File: config.mk
export PLATFORM = sky130hd
export DESIGN_NAME = led_current_i2c_slave
export DESIGN_NICKNAME = d
export VERILOG_FILES = /design/src/shared/lcis_pkg.sv /design/src/shared/lcis_line_if.sv /design/src/rtl/lcis_line_sync.sv /design/src/rtl/led_current_i2c_slave.sv
export SDC_FILE = /design/constraint.sdc
export NUM_CORES = 1
export LEC_CHECK = 0
export BUFFER_PORTS_ARGS = -buffer_cell sky130_fd_sc_hd__clkbuf_2
export CORE_MARGIN = 3
export CORE_UTILIZATION = 57
export DETAILED_ROUTE_END_ITERATION = 12
export GPL_ROUTABILITY_DRIVEN = 0
export PLACE_DENSITY = 0.83
export SLEW_MARGIN = 10
export SYNTH_ARGS = -nofsm -noshare
export SYNTH_HDL_FRONTEND = slang
export SYNTH_SLANG_ARGS = --single-unit
File: constraint.sdc
create_clock -name clock_i -period 4.1 [get_ports clock_i]
set_clock_uncertainty 0.05 [all_clocks]
set_input_delay 1.025 -clock clock_i [delete_from_list [all_inputs] [get_ports clock_i]]
set_output_delay 1.025 -clock clock_i [all_outputs]
set_load 0.01 [all_outputs]
File: src/shared/lcis_pkg.sv
// constants and types of the led current serial programming slave
// assumes one 50 mhz system clock that samples the two-wire bus pins
package lcis_pkg;

	// system clock
	localparam int unsigned CLK_PERIOD_NS = 20;

	// bus address and byte selector values
	localparam logic [6:0] SLAVE_ADDR     = 7'h39;
	localparam logic       WRITE_BIT      = 1'b0;
	localparam logic [7:0] SEL_BACKLIGHT  = 8'h01;
	localparam logic [7:0] SEL_FLASH      = 8'h02;

	// register selector offsets, equal to the selector byte values
	localparam logic [7:0] BACKLIGHT_LEVEL_OFS = 8'h01;
	localparam logic [7:0] FLASH_LEVEL_OFS     = 8'h02;

	// field layout of the two level registers
	localparam int unsigned BK_CODE_W     = 5;
	localparam int unsigned FL_CODE_W     = 7;
	localparam int unsigned BK_CONNECT_POS = 7;
	localparam logic [7:0]  BK_KEEP_MASK  = 8'h9f;
	localparam logic [7:0]  FL_KEEP_MASK  = 8'h7f;

	// mirror gain
	localparam int unsigned GAIN_FACTOR = 40;
	localparam int unsigned BK_GAIN_W   = 11;
	localparam int unsigned FL_GAIN_W   = 13;

	// values after reset
	localparam logic [7:0] LEVEL_RESET = 8'h00;
	localparam logic [1:0] LINE_RESET  = 2'h3;

	// frame counting
	localparam logic [1:0] BYTE_ADDR  = 2'h0;
	localparam logic [1:0] BYTE_SEL   = 2'h1;
	localparam logic [1:0] BYTE_DATA  = 2'h2;
	localparam logic [3:0] LAST_BIT   = 4'h7;
	localparam logic [3:0] FULL_CNT   = 4'h8;

	// frame states
	typedef enum logic [3:0] {
		ST_IDLE = 4'b0001,
		ST_RECV = 4'b0010,
		ST_ACK  = 4'b0100,
		ST_SKIP = 4'b1000
	} lcis_state_t;

endpackage

File: src/shared/lcis_line_if.sv
// synchronised bus levels and bus events between line stage and frame logic
// assumes both ends run on the same system clock
`timescale 1ns/1ps
`default_nettype none
interface lcis_line_if;
	logic scl;
	logic sda;
	logic scl_rise;
	logic scl_fall;
	logic start;
	logic stop;

	modport drv (output scl, sda, scl_rise, scl_fall, start, stop);
	modport use_side (input scl, sda, scl_rise, scl_fall, start, stop);
endinterface
`default_nettype wire

File: src/rtl/lcis_line_sync.sv
// two-flop synchroniser and edge / start / stop detection for scl and sda
// assumes raw pin levels, already resolved from the open-drain wires
`timescale 1ns/1ps
`default_nettype none
module lcis_line_sync
	import lcis_pkg::*;
(
	// clock and reset
	input  wire logic   clock_i,
	input  wire logic   reset_i,
	// raw pins
	input  wire logic   scl_i,
	input  wire logic   sda_i,
	// synchronised view
	lcis_line_if.drv    line
);

	////////////////////////////////////////////////////////////////////////
	// bit 1 is scl, bit 0 is sda
	typedef struct packed {
		logic [1:0] meta;
		logic [1:0] sync;
		logic [1:0] prev;
	} lcis_sync_t;

	lcis_sync_t q;
	lcis_sync_t d;

	always_comb begin
		d      = q;
		d.meta = {scl_i, sda_i};
		d.sync = q.meta;
		d.prev = q.sync;
	end

	always_ff @(posedge clock_i) begin
		if (reset_i) begin
			q <= '{LINE_RESET, LINE_RESET, LINE_RESET};
		end else begin
			q <= d;
		end
	end

	////////////////////////////////////////////////////////////////////////
	// only sync and prev are looked at; meta feeds sync alone
	assign line.scl      = q.sync[1];
	assign line.sda      = q.sync[0];
	assign line.scl_rise = q.sync[1] & ~q.prev[1];
	assign line.scl_fall = ~q.sync[1] & q.prev[1];
	assign line.start    = q.sync[1] & q.prev[1] & ~q.sync[0] & q.prev[0];
	assign line.stop     = q.sync[1] & q.prev[1] & q.sync[0] & ~q.prev[0];

endmodule // lcis_line_sync
`default_nettype wire

File: src/rtl/led_current_i2c_slave.sv
// write-only two-wire slave holding the backlight and flash level registers
// assumes open-drain pins resolved outside; scl slow against the 50 mhz clock
`timescale 1ns/1ps
`default_nettype none
module led_current_i2c_slave
	import lcis_pkg::*;
(
	// clock and reset
	input  wire logic                          clock_i,
	input  wire logic                          reset_i,
	// two-wire bus pins
	input  wire logic                          scl_i,
	input  wire logic                          sda_i,
	output logic                               sda_o,
	output logic                               sda_oe_o,
	// level outputs to the analog section
	output logic [lcis_pkg::BK_CODE_W-1:0]     backlight_level_o,
	output logic                               fourth_backlight_connect_o,
	output logic [lcis_pkg::FL_CODE_W-1:0]     flash_level_o,
	output logic [lcis_pkg::BK_GAIN_W-1:0]     backlight_gain_o,
	output logic [lcis_pkg::FL_GAIN_W-1:0]     flash_gain_o,
	output logic                               pump_enable_o
);

	import lcis_pkg::*;

	////////////////////////////////////////////////////////////////////////
	typedef struct packed {
		lcis_state_t            st;
		logic [1:0]             byte_idx;
		logic [3:0]             bit_cnt;
		logic [7:0]             shift;
		logic [7:0]             sel;
		logic [7:0]             bk;
		logic [7:0]             fl;
		logic [BK_GAIN_W-1:0]   bk_gain;
		logic [FL_GAIN_W-1:0]   fl_gain;
		logic                   pump;
		logic                   sda_oe;
	} lcis_frame_t;

	lcis_frame_t q;
	lcis_frame_t d;
	logic [7:0]  byte_w;
	logic        byte_end;
	logic        load_bk;
	logic        load_fl;
	logic        sel_ok;

	lcis_line_if line ();

	lcis_line_sync u_line_sync (
		.clock_i (clock_i),
		.reset_i (reset_i),
		.scl_i   (scl_i),
		.sda_i   (sda_i),
		.line    (line)
	);

	////////////////////////////////////////////////////////////////////////
	always_comb begin
		d        = q;
		byte_w   = {q.shift[6:0], line.sda};
		byte_end = (q.st == ST_RECV) && line.scl_rise
			&& (q.bit_cnt == LAST_BIT);
		sel_ok   = (q.sel == SEL_BACKLIGHT) || (q.sel == SEL_FLASH);
		load_bk  = byte_end && (q.byte_idx == BYTE_DATA)
			&& (q.sel == SEL_BACKLIGHT);
		load_fl  = byte_end && (q.byte_idx == BYTE_DATA)
			&& (q.sel == SEL_FLASH);
		case (q.st)
			ST_RECV: begin
				if (line.scl_rise && (q.bit_cnt < FULL_CNT)) begin
					d.shift   = byte_w;
					d.bit_cnt = q.bit_cnt + 4'h1;
				end
				if (byte_end) begin
					case (q.byte_idx)
						BYTE_ADDR: begin
							if (byte_w != {SLAVE_ADDR, WRITE_BIT}) begin
								d.st = ST_SKIP;
							end
						end
						BYTE_SEL: begin
							d.sel = byte_w;
							if ((byte_w != SEL_BACKLIGHT)
								&& (byte_w != SEL_FLASH)) begin
								d.st = ST_SKIP;
							end
						end
						default: begin
						end
					endcase
				end
				// ack goes out only after scl has fallen, so sda
				// never moves while scl is high
				if (line.scl_fall && (q.bit_cnt == FULL_CNT)) begin
					d.st     = ST_ACK;
					d.sda_oe = 1'b1;
				end
			end
			ST_ACK: begin
				if (line.scl_fall) begin
					d.sda_oe  = 1'b0;
					d.bit_cnt = 4'h0;
					if (q.byte_idx == BYTE_DATA) begin
						d.st = ST_SKIP;
					end else begin
						d.st       = ST_RECV;
						d.byte_idx = q.byte_idx + 2'h1;
					end
				end
			end
			default: begin
			end
		endcase
		if (load_bk) begin
			d.bk = byte_w & BK_KEEP_MASK;
		end
		if (load_fl) begin
			d.fl = byte_w & FL_KEEP_MASK;
		end
		if (line.stop) begin
			d.st     = ST_IDLE;
			d.sda_oe = 1'b0;
		end else if (line.start) begin
			d.st       = ST_RECV;
			d.byte_idx = BYTE_ADDR;
			d.bit_cnt  = 4'h0;
			d.sda_oe   = 1'b0;
		end
		d.bk_gain = BK_GAIN_W'(GAIN_FACTOR * d.bk[BK_CODE_W-1:0]);
		d.fl_gain = FL_GAIN_W'(GAIN_FACTOR * d.fl[FL_CODE_W-1:0]);
		d.pump    = (d.bk != LEVEL_RESET) || (d.fl != LEVEL_RESET);
	end

	always_ff @(posedge clock_i) begin
		if (reset_i) begin
			q          <= '0;
			q.st       <= ST_IDLE;
			q.bk       <= LEVEL_RESET;
			q.fl       <= LEVEL_RESET;
		end else begin
			q <= d;
		end
	end

	////////////////////////////////////////////////////////////////////////
	// scl has no output at all; sda is only ever pulled low
	assign sda_o                      = 1'b0;
	assign sda_oe_o                   = q.sda_oe;
	assign backlight_level_o          = q.bk[BK_CODE_W-1:0];
	assign fourth_backlight_connect_o = q.bk[BK_CONNECT_POS];
	assign flash_level_o              = q.fl[FL_CODE_W-1:0];
	assign backlight_gain_o           = q.bk_gain;
	assign flash_gain_o               = q.fl_gain;
	assign pump_enable_o              = q.pump;
endmodule // led_current_i2c_slave
`default_nettype wire

; ---- Word level (Yosys, flattened, before mapping)
; Cells that the tools add are included.
; W data, S select, Z words.
[word_totals]
register_bits = 74
input_bits = 4
out_inout_bits = 40
wordCells = 95
[classes]
addsub = 2
multipliers = 2
magnitude_cmp = 1
n_eq_ne = 22
muxes = 19
n_bitwise = 11
n_reduce_logical = 21
[ops]
columns = operator, n
row1 = $mux W8, 3
row2 = $pmux W4 S2, 3
row3 = $mux W4, 5
row4 = $reduce_bool A8 Y1, 2
row5 = $mux W12, 1
row6 = $reduce_and A6 Y1, 2
row7 = $mul A3 B7 Y10 const A, 1
row8 = $mux W10, 1
row9 = $ne A5 B5 Y1 const B, 2
row10 = $eq A4 B3 Y1 const B, 2
row11 = $eq A8 B1 Y1 const B, 1
row12 = $eq A8 B2 Y1 const B, 1
row13 = $logic_and A1 B1 Y1, 8
row14 = $mul A3 B5 Y8 const A, 1
row15 = $ne A4 B4 Y1 const B, 2
row16 = $ne A8 B1 Y1 const B, 1
row17 = $ne A8 B2 Y1 const B, 1
row18 = $ne A8 B7 Y1 const B, 1
row19 = $and A1 B1 Y1, 7
row20 = $mux W6, 1
row21 = $reduce_and A3 Y1, 2
row22 = $ne A5 B2 Y1 const B, 1
row23 = $add A4 B1 Y4 const B, 1
row24 = $eq A4 B2 Y1 const B, 1
row25 = 22 further kinds, 27

; ---- Longest topological paths before layout
; Gate-level depths: netlist of the first run.
[depth]
word_depth = 9
mapped_depth = 17
depth_no_buf = 16

; ---- Hierarchy
; From an unflattened synthesis of the first run, not the netlist that was laid out.
[unflattened]
hier_cells = 360
area_unflattened_um2 = 3288.2
[by_module_without_submodules]
columns = mod, n_inst, cells_each, area_each_um2, seq_area_each_um2
row1 = led_current_i2c_slave, 1, 344, 3098.0, 1141.1
row2 = lcis_line_sync, 1, 16, 190.2, 120.1

; ---- Worst setup path after synthesis of the first run
; Ideal clock, no wire load.
[synth_path]
kind = register -> register
start = register q[59] (netlist bit)
end = register q, in the netlist flash_gain_o[11]
setup_time_ns = 0.128
arrival_ns = 3.026
required_time_ns = 3.922
setup_slack_ns = 0.897
path_stages_with_launch = 16
n_path_buf = 1
synth_period_minus_slack_ns = 3.203
cell_sequence = dfxtp_1 -> ha_1 -> nor4bb_4 -> nand4_1 -> nor3b_2 -> buf_6 -> mux2i_1 -> xnor2_1 -> inv_1 -> ha_1 -> a21o_1 -> a21oi_1 -> o21bai_1 -> a21oi_1 -> xnor2_1 -> nor2_1
[synth_via]
elab_chain_len = 6
[synth_rtl]
columns = item, line
row1 = from (decl), led_current_i2c_slave.sv:42  ; lcis_frame_t q;
row2 = $eq A4 B3 Y1, led_current_i2c_slave.sv:65  ; && (q.bit_cnt == LAST_BIT);
row3 = $logic_and A1 B1 Y1, led_current_i2c_slave.sv:65
row4 = $logic_and A1 B1 Y1, led_current_i2c_slave.sv:69  ; load_fl = byte_end && (q.byte_idx == BYTE_DATA)
row5 = $logic_and A1 B1 Y1, led_current_i2c_slave.sv:70  ; && (q.sel == SEL_FLASH);
row6 = $mux W8, led_current_i2c_slave.sv:120  ; if (load_fl) begin
row7 = $mul A3 B7 Y10, led_current_i2c_slave.sv:133  ; d.fl_gain = FL_GAIN_W'(GAIN_FACTOR * d.fl[FL_CODE_W-1:0]);
; No other way between the ends.
; A chain may end at the register's enable or synchronous reset.

; ---- Worst setup path after layout of the first run
[layout_path]
start = register q[62] (netlist bit)
end = register q, in the netlist flash_gain_o[11]
[layout_via]
elab_chain_len = 5
[layout_rtl]
columns = item, line
row1 = $eq A2 B2 Y1, led_current_i2c_slave.sv:69
row2 = $logic_and A1 B1 Y1, led_current_i2c_slave.sv:69
row3 = $logic_and A1 B1 Y1, led_current_i2c_slave.sv:70
row4 = $mux W8, led_current_i2c_slave.sv:120
row5 = $mul A3 B7 Y10, led_current_i2c_slave.sv:133
; No other way between the ends.

==> results of run 1 <==
flip-flops by register name, indices dropped and copies added (netlist names):
register                    flops
flash_level_o                   7
u_line_sync.line.scl            1
flash_gain_o                    8
u_line_sync.line.sda            1
backlight_level_o               5
byte_w                          7
u_line_sync.q                   2
backlight_gain_o                6
q                              21
fourth_backlight_connect_o      1
u_line_sync.d                   2
pump_enable_o                   1
sda_oe_o                        1
timing repair:
item / 4_1_cts / 5_1_grt
hold buffers: 0 / 0
gates resized for setup: 0 / 1
endpoints found under the setup margin: 0 / 3
power groups by stage:
stage | logic, µW | clock network [µW] | registers (µW)
6_report | 21.6 | 563 | 619
5_1_grt | 24.9 | 611 | 619
4_1_cts | 21.4 | 576 | 619
3_5_place_dp | 21.2 | 0 | 633
3_3_place_gp | 21.3 | 0 | 632
2_1_floorplan | 22.8 | 0 | 632
metal layers:
metal | vias up | part of all wire (%)
met2 | 51 | 47
met5 | - | 0
met3 | 7 | 5.0
li1 | 1064 | -
met4 | 0 | 1.1
met1 | 969 | 47
layout by cell type, fill, tap and decap left out, drive strengths merged, types with 5 or more instances in the layout:
cell type,Yosys,routed
a21oi,15,15
clkbuf,6,48
conb,1,7
dfxtp,63,63
ha,20,20
inv,21,21
mux2i,26,26
nand2,7,7
nor2,46,46
nor2b,12,12
nor3,5,5
nor3b,7,7
nor4b,5,5
or2,6,6
xnor2,6,6
final timing paths:
kind                                    start                         endpoint  depth (start not counted)
hold reg to reg   u_line_sync.d[3]$_SDFF_PP1_  u_line_sync.line.scl$_SDFF_PP1_                          1
setup / recovery             q[62]$_SDFF_PP0_      flash_gain_o[11]$_SDFF_PP0_                         15
setup reg to reg             q[62]$_SDFF_PP0_      flash_gain_o[11]$_SDFF_PP0_                         15
hold / removal    u_line_sync.d[3]$_SDFF_PP1_  u_line_sync.line.scl$_SDFF_PP1_                          1
critical path, cell delays in order (launching register included):
cell	delay, ps
dfxtp_1	330
inv_1	100
ha_1	190
nor4b_1	360
nand4_1	260
nor3b_4	420
mux2i_1	480
xnor2_1	240
inv_1	80
ha_1	290
a21o_1	170
a21oi_1	230
o21bai_1	100
a21oi_1	180
xnor2_1	140
nor2_1	50
layout make-up:
class | instances | area (µm²)
fill | 435 | 1900
multi-input combinational | 200 | 1470
sequential | 63 | 1260
timing repair buffer | 39 | 203
clock buffer | 12 | 135
tap | 70 | 87.6
inverter | 21 | 78.8
clock inverter | 4 | 70.1
cell families after synthesis:
family                     synth area share, %
and+or+nand+nor                           19.4
muxes                                     9.58
adders and majority gates                 9.34
xor gates and xnor gates                  1.97
buffers and inverters                     13.0
AOI/OAI and AO/OA                         6.12
DFF                                       40.6
other                                    0.121
per-stage QoR:
stage / utilization (%) / setup TNS, ps / setup slack, ps
4_1_cts: 63.5 / 0 / 221
3_5_place_dp: 59.5 / 0 / 321
6_report: 63.6 / 0 / 257
2_1_floorplan: - / 0 / 897
3_3_place_gp: 59.5 / 0 / 506
5_1_grt: 63.6 / -10.8 / -10.8
==> results by group, run 1 <==
Floorplanning
  • Initial Utilization: between 50% and 60%
  • Chip height: 79.9 µm
  • Die ar.: between 6000 and 7000 µm²
  • Total core area: roughly 5200 µm²
  • Core Rows: 26
  • Die outline width: 79.9 µm
  • IO Count: 44

Placed design
  • Port bufs: 36
  • Post-Place Cells: between 300 and 400
  • DP HPWL: roughly 3800 µm
  • DP Area: 3100 µm²

Synthesis
  • Seq/Total Area, Yosys: roughly 41%
  • Async SR Flop Fraction: 0%
  • Most frequently used flop master after synthesis: dfxtp_1
  • Yosys top cell area share: between 40 and 50%
  • Yosys warns: 0
  • EDFF count, synth: 0
  • Ranking of synthesized cells by area: dfxtp_1, buf_4, ha_1, mux2i_1, nor2_1
  • Mapped Cells: 324
  • Distinct cell type count after synthesis: 45
  • Post-synthesis cell area: around 3100 µm²
  • Flop and latch count out of synthesis: 63
  • Avg Cell Area, Syn: 9.60 µm²
  • Synth area leader: dfxtp_1
  • Synth top cells by count: dfxtp_1, nor2_1, buf_4
  • Cell with the most instances after synthesis: dfxtp_1

STA
  • Rel. slew slack: 32.6%
  • Unrepaired setup endpoints after global routing: yes
  • WHS: ~360 ps
  • Tcrit/Tclk final: between 90% and 100%
  • Worst slew pin tran: slightly above 1000 ps
  • Slew Viols, Final: 0
  • Min Clock Period, post-route: around 3800 ps
  • Finish-stage setup viols: 0
  • Hold Vio Cnt, Final: 0
  • Achievable frequency: 260 MHz

Clock network
  • CTS H-tree lvls: 3
  • CTS root buf: clkbuf_8
  • CTS tree: yes
  • CTS Buf Count: 9
  • Post-CTS setup buffer count: 0
  • Clk slew on worst S/H paths: roughly 60 ps
  • Clk sinks: 63
  • Clock latency reported for the late side of the worst-skew pair: about 330 ps
  • Bufs on Longest Clock Path: 2

Power and ir drop
  • Sw Share: 20.0%
  • Reg power frac: approximately half
  • PD cells: between 300 and 400 nW/µm²
  • Psw: roughly 240 µW
  • Max VDD drop: roughly 210 µV
  • Clock group share of total power: 46.8%
  • Pint: just under 1000 µW
  • Power, Total: approximately 1200 µW
  • Combinational power share: under 10%
  • Leak pwr: roughly 0.0015 µW

Global route
  • First-pass GRT wire length: around 9400 µm
  • GRT busiest layer: met2
  • GRT Util Overall: around a fifth
  • Initial antenna violation count: 0
  • GRT met3 Usage: ~6.8%
  • Vias in the first global route: between 1,500 and 2,000
  • Grt ovf: 0
  • Met1 track demand over resource: between 20% and 30%
  • Met2 Use GR: between 20% and 30%
  • Largest net degree at the start of global routing: 55

Route
  • First-pass DRT Iterations: 4
  • Vias: 2,091
  • DR vias/cell: ~5.1
  • DR iter-0 viols: 148
  • # DRC: 0
  • Post-DRT Antenna Nets: 0
  • Post-detailed-routing wire length: about 5300 µm
  • Wire per inst: about 13 µm

Hold path
  • Hold Crit Class: flop to flop

Flow run
  • # Max-Cap Violations: 0

Critical path
  • R2R setup slack: between 200 and 300 ps
  • CP Capture Type: flop
  • Setup CP Type: flop to flop
  • Critical Path Start Type: flop
  • Worst path required time: 4240 ps
  • Arrival time worst endpoint: between 3000 and 4000 ps
  • CP Max Fanout: 6

Layout
  • Design Area, Final: 3310 µm²
  • Non-Filler Instances: slightly above 400
  • Nets: 360
  • Diode count: 0
  • Area grow syn2layout: 6.44%
  • Fraction of layout cells with a size suffix above 1: between 20% and 30%

Run status
  • Status: completed
Power figures use the tool's default switching activity.
==> run 2, diff against run 1 <==
--- a/config.mk
+++ b/config.mk
@@ -5,7 +5,7 @@
 export SDC_FILE = /design/constraint.sdc
 export NUM_CORES = 1
 export LEC_CHECK = 0
-export BUFFER_PORTS_ARGS = -buffer_cell sky130_fd_sc_hd__clkbuf_2
+export BUFFER_PORTS_ARGS = -buffer_cell sky130_fd_sc_hd__buf_2
 export CORE_MARGIN = 3
 export CORE_UTILIZATION = 57
 export DETAILED_ROUTE_END_ITERATION = 12
==> results by group, run 2 (same netlist as run 1, synthesis figures left out) <==
Run status
  • Status: completed

Power and ir drop
  • Leak pwr: 0.00154 µW (+1.8%)
  • Clock group share of total power: 44.6% (-2.2 points)
  • PD cells: 351 nW/µm² (-3.4%)
  • Pint: 916 µW (-4.8%)
  • Sw Share: 20.8% (+0.82 points)
  • Max VDD drop: 226 µV (+5.2%)
  • Combinational power share: 1.9% (about the same)
  • Psw: 241 µW (about the same)
  • Reg power frac: 53.5% (+2.1 points)

STA
  • Worst slew pin tran: 1010 ps (+6.85 ps)
  • Achievable frequency: 273 MHz (+5.1%)
  • Tcrit/Tclk final: 89.2% (-4.5 points)
  • Rel. slew slack: 31.4% (-1.2 points)
  • Min Clock Period, post-route: 3660 ps (-186 ps)
  • Unrepaired setup endpoints after global routing: no
  • Finish-stage setup viols: 0 (unchanged)
  • Slew Viols, Final: 0 (unchanged)
  • Setup TNS: 0 ps (unchanged)
  • Hold Vio Cnt, Final: 0 (unchanged)

Hold path
  • Hold Path Origin: u_line_sync.d[2]$_SDFF_PP1_
  • Hold Crit Class: flop to flop

Layout
  • Fraction of layout cells with a size suffix above 1: 20.6% (+0.29 points)
  • Non-Filler Instances: 409 (unchanged)
  • Top reg by flops: q
  • Filler instances: 437 (+0.46%)
  • Most common cell after layout, fill and taps aside: dfxtp_1
  • Nets: 360 (unchanged)
  • Diode count: 0 (unchanged)
  • Max reg flops: 21 (unchanged)
  • FF/Latch Area: 1260 µm² (unchanged)
  • Most frequent cells in the layout: dfxtp_1, nor2_1, buf_2
  • Area grow syn2layout: 5.96%
  • Multi-input gate area: 1470 µm² (unchanged)

Critical path
  • Worst path required time: 4250 ps (about the same)
  • Critical path origin: q[62]$_SDFF_PP0_
  • CP Capture Type: flop
  • RR Startpoint: q[62]$_SDFF_PP0_
  • Buf/Inv on CP: 2 (unchanged)
  • Setup CP Type: flop to flop
  • Arrival time worst endpoint: 3800 ps (-180 ps)
  • Critical Path Start Type: flop
  • Worst path cell trace: inv_1, ha_1, nor4b_1, nand4_1, nor3b_4, mux2i_1, xnor2_1, inv_1, ha_1, a21o_1, a21oi_1, o21bai_1, a21oi_1, xnor2_1, nor2_1
  • Crit-path max cell delay: 450 ps (-30 ps)
  • Critical path's top delay family: simple AND/OR/NAND/NOR gates
  • Crit-path slowest cell: nor3b_4
  • CP Max Fanout: 6 (unchanged)

Global route
  • Largest net degree at the start of global routing: 55 (unchanged)
  • First-pass GRT wire length: 9250 µm (-1.7%)
  • GRT Util Overall: 18.7% (-0.37 points)
  • Grt ovf: 0 (unchanged)
  • Initial antenna violation count: 0 (unchanged)
  • Vias in the first global route: 1,980 (+0.61%)

Placed design
  • DP HPWL: 3900 µm (+2.3%)
  • Post-Place Cells: 393 (unchanged)
  • Port bufs: 36 (unchanged)

Floorplanning
  • Die outline width: 79.9 µm (unchanged)
  • Die ar.: 6380 µm² (unchanged)
  • Initial Utilization: 59.7% (unchanged)
  • Total core area: 5200 µm² (unchanged)
  • IO Count: 44 (unchanged)
  • Core Rows: 26 (unchanged)
  • Chip height: 79.9 µm (unchanged)

Flow run
  • # Max-Cap Violations: 0 (unchanged)

Clock network
  • CTS Buf Count: 9 (unchanged)
  • Clk slew on worst S/H paths: 70 ps (about the same)
  • CTS H-tree lvls: 3 (unchanged)
  • CTS root buf: clkbuf_8
  • CTS tree: yes
  • Clk sinks: 63 (unchanged)
  • Clock latency reported for the late side of the worst-skew pair: 340 ps (about the same)
  • Bufs on Longest Clock Path: 2 (unchanged)
  • Post-CTS setup buffer count: 0 (unchanged)

Route
  • DR iter-0 viols: 150 (+1.4%)
  • Post-DRT Antenna Nets: 0 (unchanged)
  • First-pass DRT Iterations: 4 (unchanged)
  • # DRC: 0 (unchanged)
  • DR vias/cell: 5.14 (+0.57%)
  • Wire per inst: 13.2 µm (+1.5%)
  • Post-detailed-routing wire length: 5410 µm (+1.5%)
  • Vias: 2,103 (+0.57%)
==> run 2: cell types whose count changed in the layout (fill, tap and decap cells not counted), sizes merged <==
cell    change
clkinv      +1
bufinv      -1
buf        +36
clkbuf     -36
==> run 2: what timing repair did <==
action	in CTS	in global routing
endpoints found under the setup margin	0	3
resized for setup	0	1
hold buffers	0	0
==> run 2: worst paths after layout <==
path	end	slack, ps	cells past startpoint
setup / recovery	flash_gain_o[11]$_SDFF_PP0_	440	15
hold / removal	u_line_sync.line.sda$_SDFF_PP1_	360	1
setup reg to reg	flash_gain_o[11]$_SDFF_PP0_	440	15
hold reg to reg	u_line_sync.line.sda$_SDFF_PP1_	360	1
==> run 2: per-stage QoR <==
stage               area (µm²)  util [%]  total power [µW]  hold slack [ps]  setup slack (ps)
floorplan                 3130         -               654              339               897
global placement          3100      59.5               654              341               525
detailed placement        3100      59.5               654              348               350
CTS                       3290      63.2              1170              365               328
global route              3290      63.3              1200              393              64.8
finish                    3290      63.3              1160              363               443
==> run 2: area by class of cell <==
class / instances / area share [%]
tap: 70 / 2.66
clock buffer: 12 / 4.41
clock inverter: 4 / 1.37
multi-input combinational: 200 / 44.7
timing repair buffer: 39 / 6.15
sequential: 63 / 38.3
inverter: 21 / 2.39
==> run 2: layer usage <==
metal / part of all wire (%) / vias up / routed length (µm) / global-route usage (%)
li1: - / 1062 / - / -
met2: 45 / 45 / 2450 / 28.6
met1: 48 / 983 / 2580 / 24.4
met3: 4.7 / 13 / 252 / 4.74
met4: 2.2 / 0 / 120 / 9.46
met5: 0 / - / 0 / 0
==> run 2: power by group through the flow <==
stage | clock (µW) | sequential (µW) | combinational, µW
5_1_grt | 557 | 619 | 24.6
4_1_cts | 529 | 619 | 21.5
3_3_place_gp | 0 | 632 | 21.4
2_1_floorplan | 0 | 632 | 22.8
6_report | 516 | 619 | 21.8
3_5_place_dp | 0 | 633 | 21.6
==> run 3, diff against run 2 <==
--- a/config.mk
+++ b/config.mk
@@ -5,9 +5,10 @@
 export SDC_FILE = /design/constraint.sdc
 export NUM_CORES = 1
 export LEC_CHECK = 0
-export BUFFER_PORTS_ARGS = -buffer_cell sky130_fd_sc_hd__buf_2
+export BUFFER_PORTS_ARGS = -buffer_cell sky130_fd_sc_hd__buf_4
 export CORE_MARGIN = 3
 export CORE_UTILIZATION = 57
+export CTS_BUF_LIST = sky130_fd_sc_hd__clkbuf_16
 export DETAILED_ROUTE_END_ITERATION = 12
 export GPL_ROUTABILITY_DRIVEN = 0
 export PLACE_DENSITY = 0.83
==> results by group, run 3 (same netlist as run 1, synthesis figures left out) <==
Power and ir drop
  • Pint: 1090 µW (+19%)
  • Leak pwr: 0.00157 µW (+1.8%)
  • Psw: 284 µW (+18%)
  • Max VDD drop: 250 µV (+10%)
  • Combinational power share: 1.6% (-0.3 points)
  • Clock group share of total power: 53.2% (+8.6 points)
  • PD cells: 394 nW/µm² (+12%)
  • Sw Share: 20.8% (-0.091 points)
  • Reg power frac: 45.2% (-8.3 points)
  • Power, Total: 1370 µW (+18%)

Layout
  • Most frequent cells in the layout: dfxtp_1, nor2_1, buf_4
  • Most common cell after layout, fill and taps aside: dfxtp_1
  • Design Area, Final: 3480 µm² (+5.5%)
  • Fraction of layout cells with a size suffix above 1: 20.4% (-0.29 points)
  • Non-Filler Instances: 409 (unchanged)
  • Area grow syn2layout: 11.8%
  • Top reg by flops: q
  • Nets: 360 (unchanged)
  • Max reg flops: 21 (unchanged)
  • Diode count: 0 (unchanged)

Critical path
  • Worst path required time: 4250 ps (about the same)
  • Arrival time worst endpoint: 3740 ps (-60 ps)
  • CP Max Fanout: 9 (+3)
  • Setup CP Type: flop to flop
  • CP Capture Type: flop
  • Critical Path Start Type: flop

Clock network
  • Hold Buf Count CTS: 0 (unchanged)
  • CTS root buf: clkbuf_16
  • Resize count post-CTS: 0 (unchanged)
  • Clk sinks: 63 (unchanged)
  • Clk slew on worst S/H paths: 50 ps (-20 ps)
  • CTS tree: yes
  • Post-CTS setup buffer count: 0 (unchanged)
  • CTS Buf Count: 9 (unchanged)
  • CTS H-tree lvls: 3 (unchanged)
  • Clock latency reported for the late side of the worst-skew pair: 330 ps (about the same)
  • Bufs on Longest Clock Path: 2 (unchanged)

Global route
  • GRT Util Overall: 18.9% (+0.15 points)
  • First-pass GRT wire length: 9080 µm (-1.8%)
  • Vias in the first global route: 1,925 (-2.8%)
  • Largest net degree at the start of global routing: 55 (unchanged)
  • Initial antenna violation count: 0 (unchanged)
  • Grt ovf: 0 (unchanged)

Floorplanning
  • Chip height: 79.9 µm (unchanged)
  • Total core area: 5200 µm² (unchanged)
  • Initial Utilization: 59.7% (unchanged)
  • Die ar.: 6380 µm² (unchanged)
  • IO Count: 44 (unchanged)
  • Die outline width: 79.9 µm (unchanged)
  • Core Rows: 26 (unchanged)

STA
  • Hold Vio Cnt, Final: 0 (unchanged)
  • Unrepaired setup endpoints after global routing: no
  • Rel. slew slack: 32.7% (+1.3 points)
  • Finish-stage setup viols: 0 (unchanged)
  • WHS: 356 ps (-6.59 ps)
  • Tcrit/Tclk final: 87.6% (-1.6 points)
  • Slew Viols, Final: 0 (unchanged)
  • Setup TNS: 0 ps (unchanged)
  • Worst slew pin tran: 996 ps (-18.8 ps)
  • Achievable frequency: 278 MHz (+1.8%)
  • Min Clock Period, post-route: 3590 ps (-64.0 ps)

Placed design
  • DP HPWL: 3790 µm (-2.9%)
  • Port bufs: 36 (unchanged)
  • Post-Place Cells: 393 (unchanged)
  • DP Area: 3190 µm² (+2.9%)

Route
  • # DRC: 0 (unchanged)
  • Wire per inst: 13.4 µm (+1.4%)
  • First-pass DRT Iterations: 4 (unchanged)
  • DR iter-0 viols: 126 (-16%)
  • Post-DRT Antenna Nets: 0 (unchanged)
  • Vias: 2,105 (+0.095%)
  • DR vias/cell: 5.15 (about the same)
  • Post-detailed-routing wire length: 5480 µm (+1.4%)

Flow run
  • # Max-Cap Violations: 0 (unchanged)

Run status
  • Status: completed

Hold path
  • Hold Crit Class: flop to flop
==> run 3: changes by cell type in the layout (fill, tap and decap cells not counted), sizes merged <==
cell      change
clkbuf        -3
clkinvlp      +3
==> run 3: stage by stage <==
| step | setup slack, ps | utilization (%) |
|---|---|---|
| after floorplan | 897 | - |
| after global routing | 183 | 66.8 |
| final | 507 | 66.8 |
| after global placement | 689 | 61.3 |
| after CTS | 482 | 66.8 |
| after detailed placement | 552 | 61.3 |
==> run 3: metal layers <==
| layer | vias up | global-route usage [%] | wire (µm) |
|---|---|---|---|
| met5 | - | 0 | 0 |
| met4 | 0 | 10.1 | 129 |
| met3 | 11 | 5.76 | 297 |
| met2 | 43 | 28.2 | 2450 |
| met1 | 987 | 24.3 | 2610 |
| li1 | 1064 | - | - |
==> run 3: worst max-delay path, stage by stage, from the launching register on <==
cell,delay (ps)
dfxtp_1,360
ha_1,180
nor4bb_4,390
nand4_1,200
nor3b_2,210
buf_4,210
mux2i_1,400
xnor2_1,230
inv_1,80
ha_1,300
a21o_1,180
a21oi_1,210
o21bai_1,80
a21oi_1,170
xnor2_1,130
nor2_1,50
==> run 3: power groups by stage <==
stage	Combinational (µW)	Sequential (µW)	Clock, µW
after floorplan	22.8	632	0
after global placement	22.1	632	0
after detailed placement	22.5	633	0
after CTS	22.6	620	735
after global routing	25.4	620	763
final	22.4	620	728
==> run 3: cell type report <==
cell class              instances  area, µm²
clock buffers                   9        225
well taps                      70       87.6
flip-flops and latches         63       1260
repair buffers                 39        293
fillers                       404       1730
multi-input cells             200       1470
inverters                      21       78.8
clock inverters                 7       63.8
==> run 3: path summary, 6_finish.rpt <==
check,from,endpoint,slack (ps),cells after the start
max,q[59]$_SDFF_PP0_,flash_gain_o[11]$_SDFF_PP0_,510,15
min,u_line_sync.d[2]$_SDFF_PP1_,u_line_sync.line.sda$_SDFF_PP1_,360,1
max reg2reg,q[59]$_SDFF_PP0_,flash_gain_o[11]$_SDFF_PP0_,510,15
min reg2reg,u_line_sync.d[2]$_SDFF_PP1_,u_line_sync.line.sda$_SDFF_PP1_,360,1
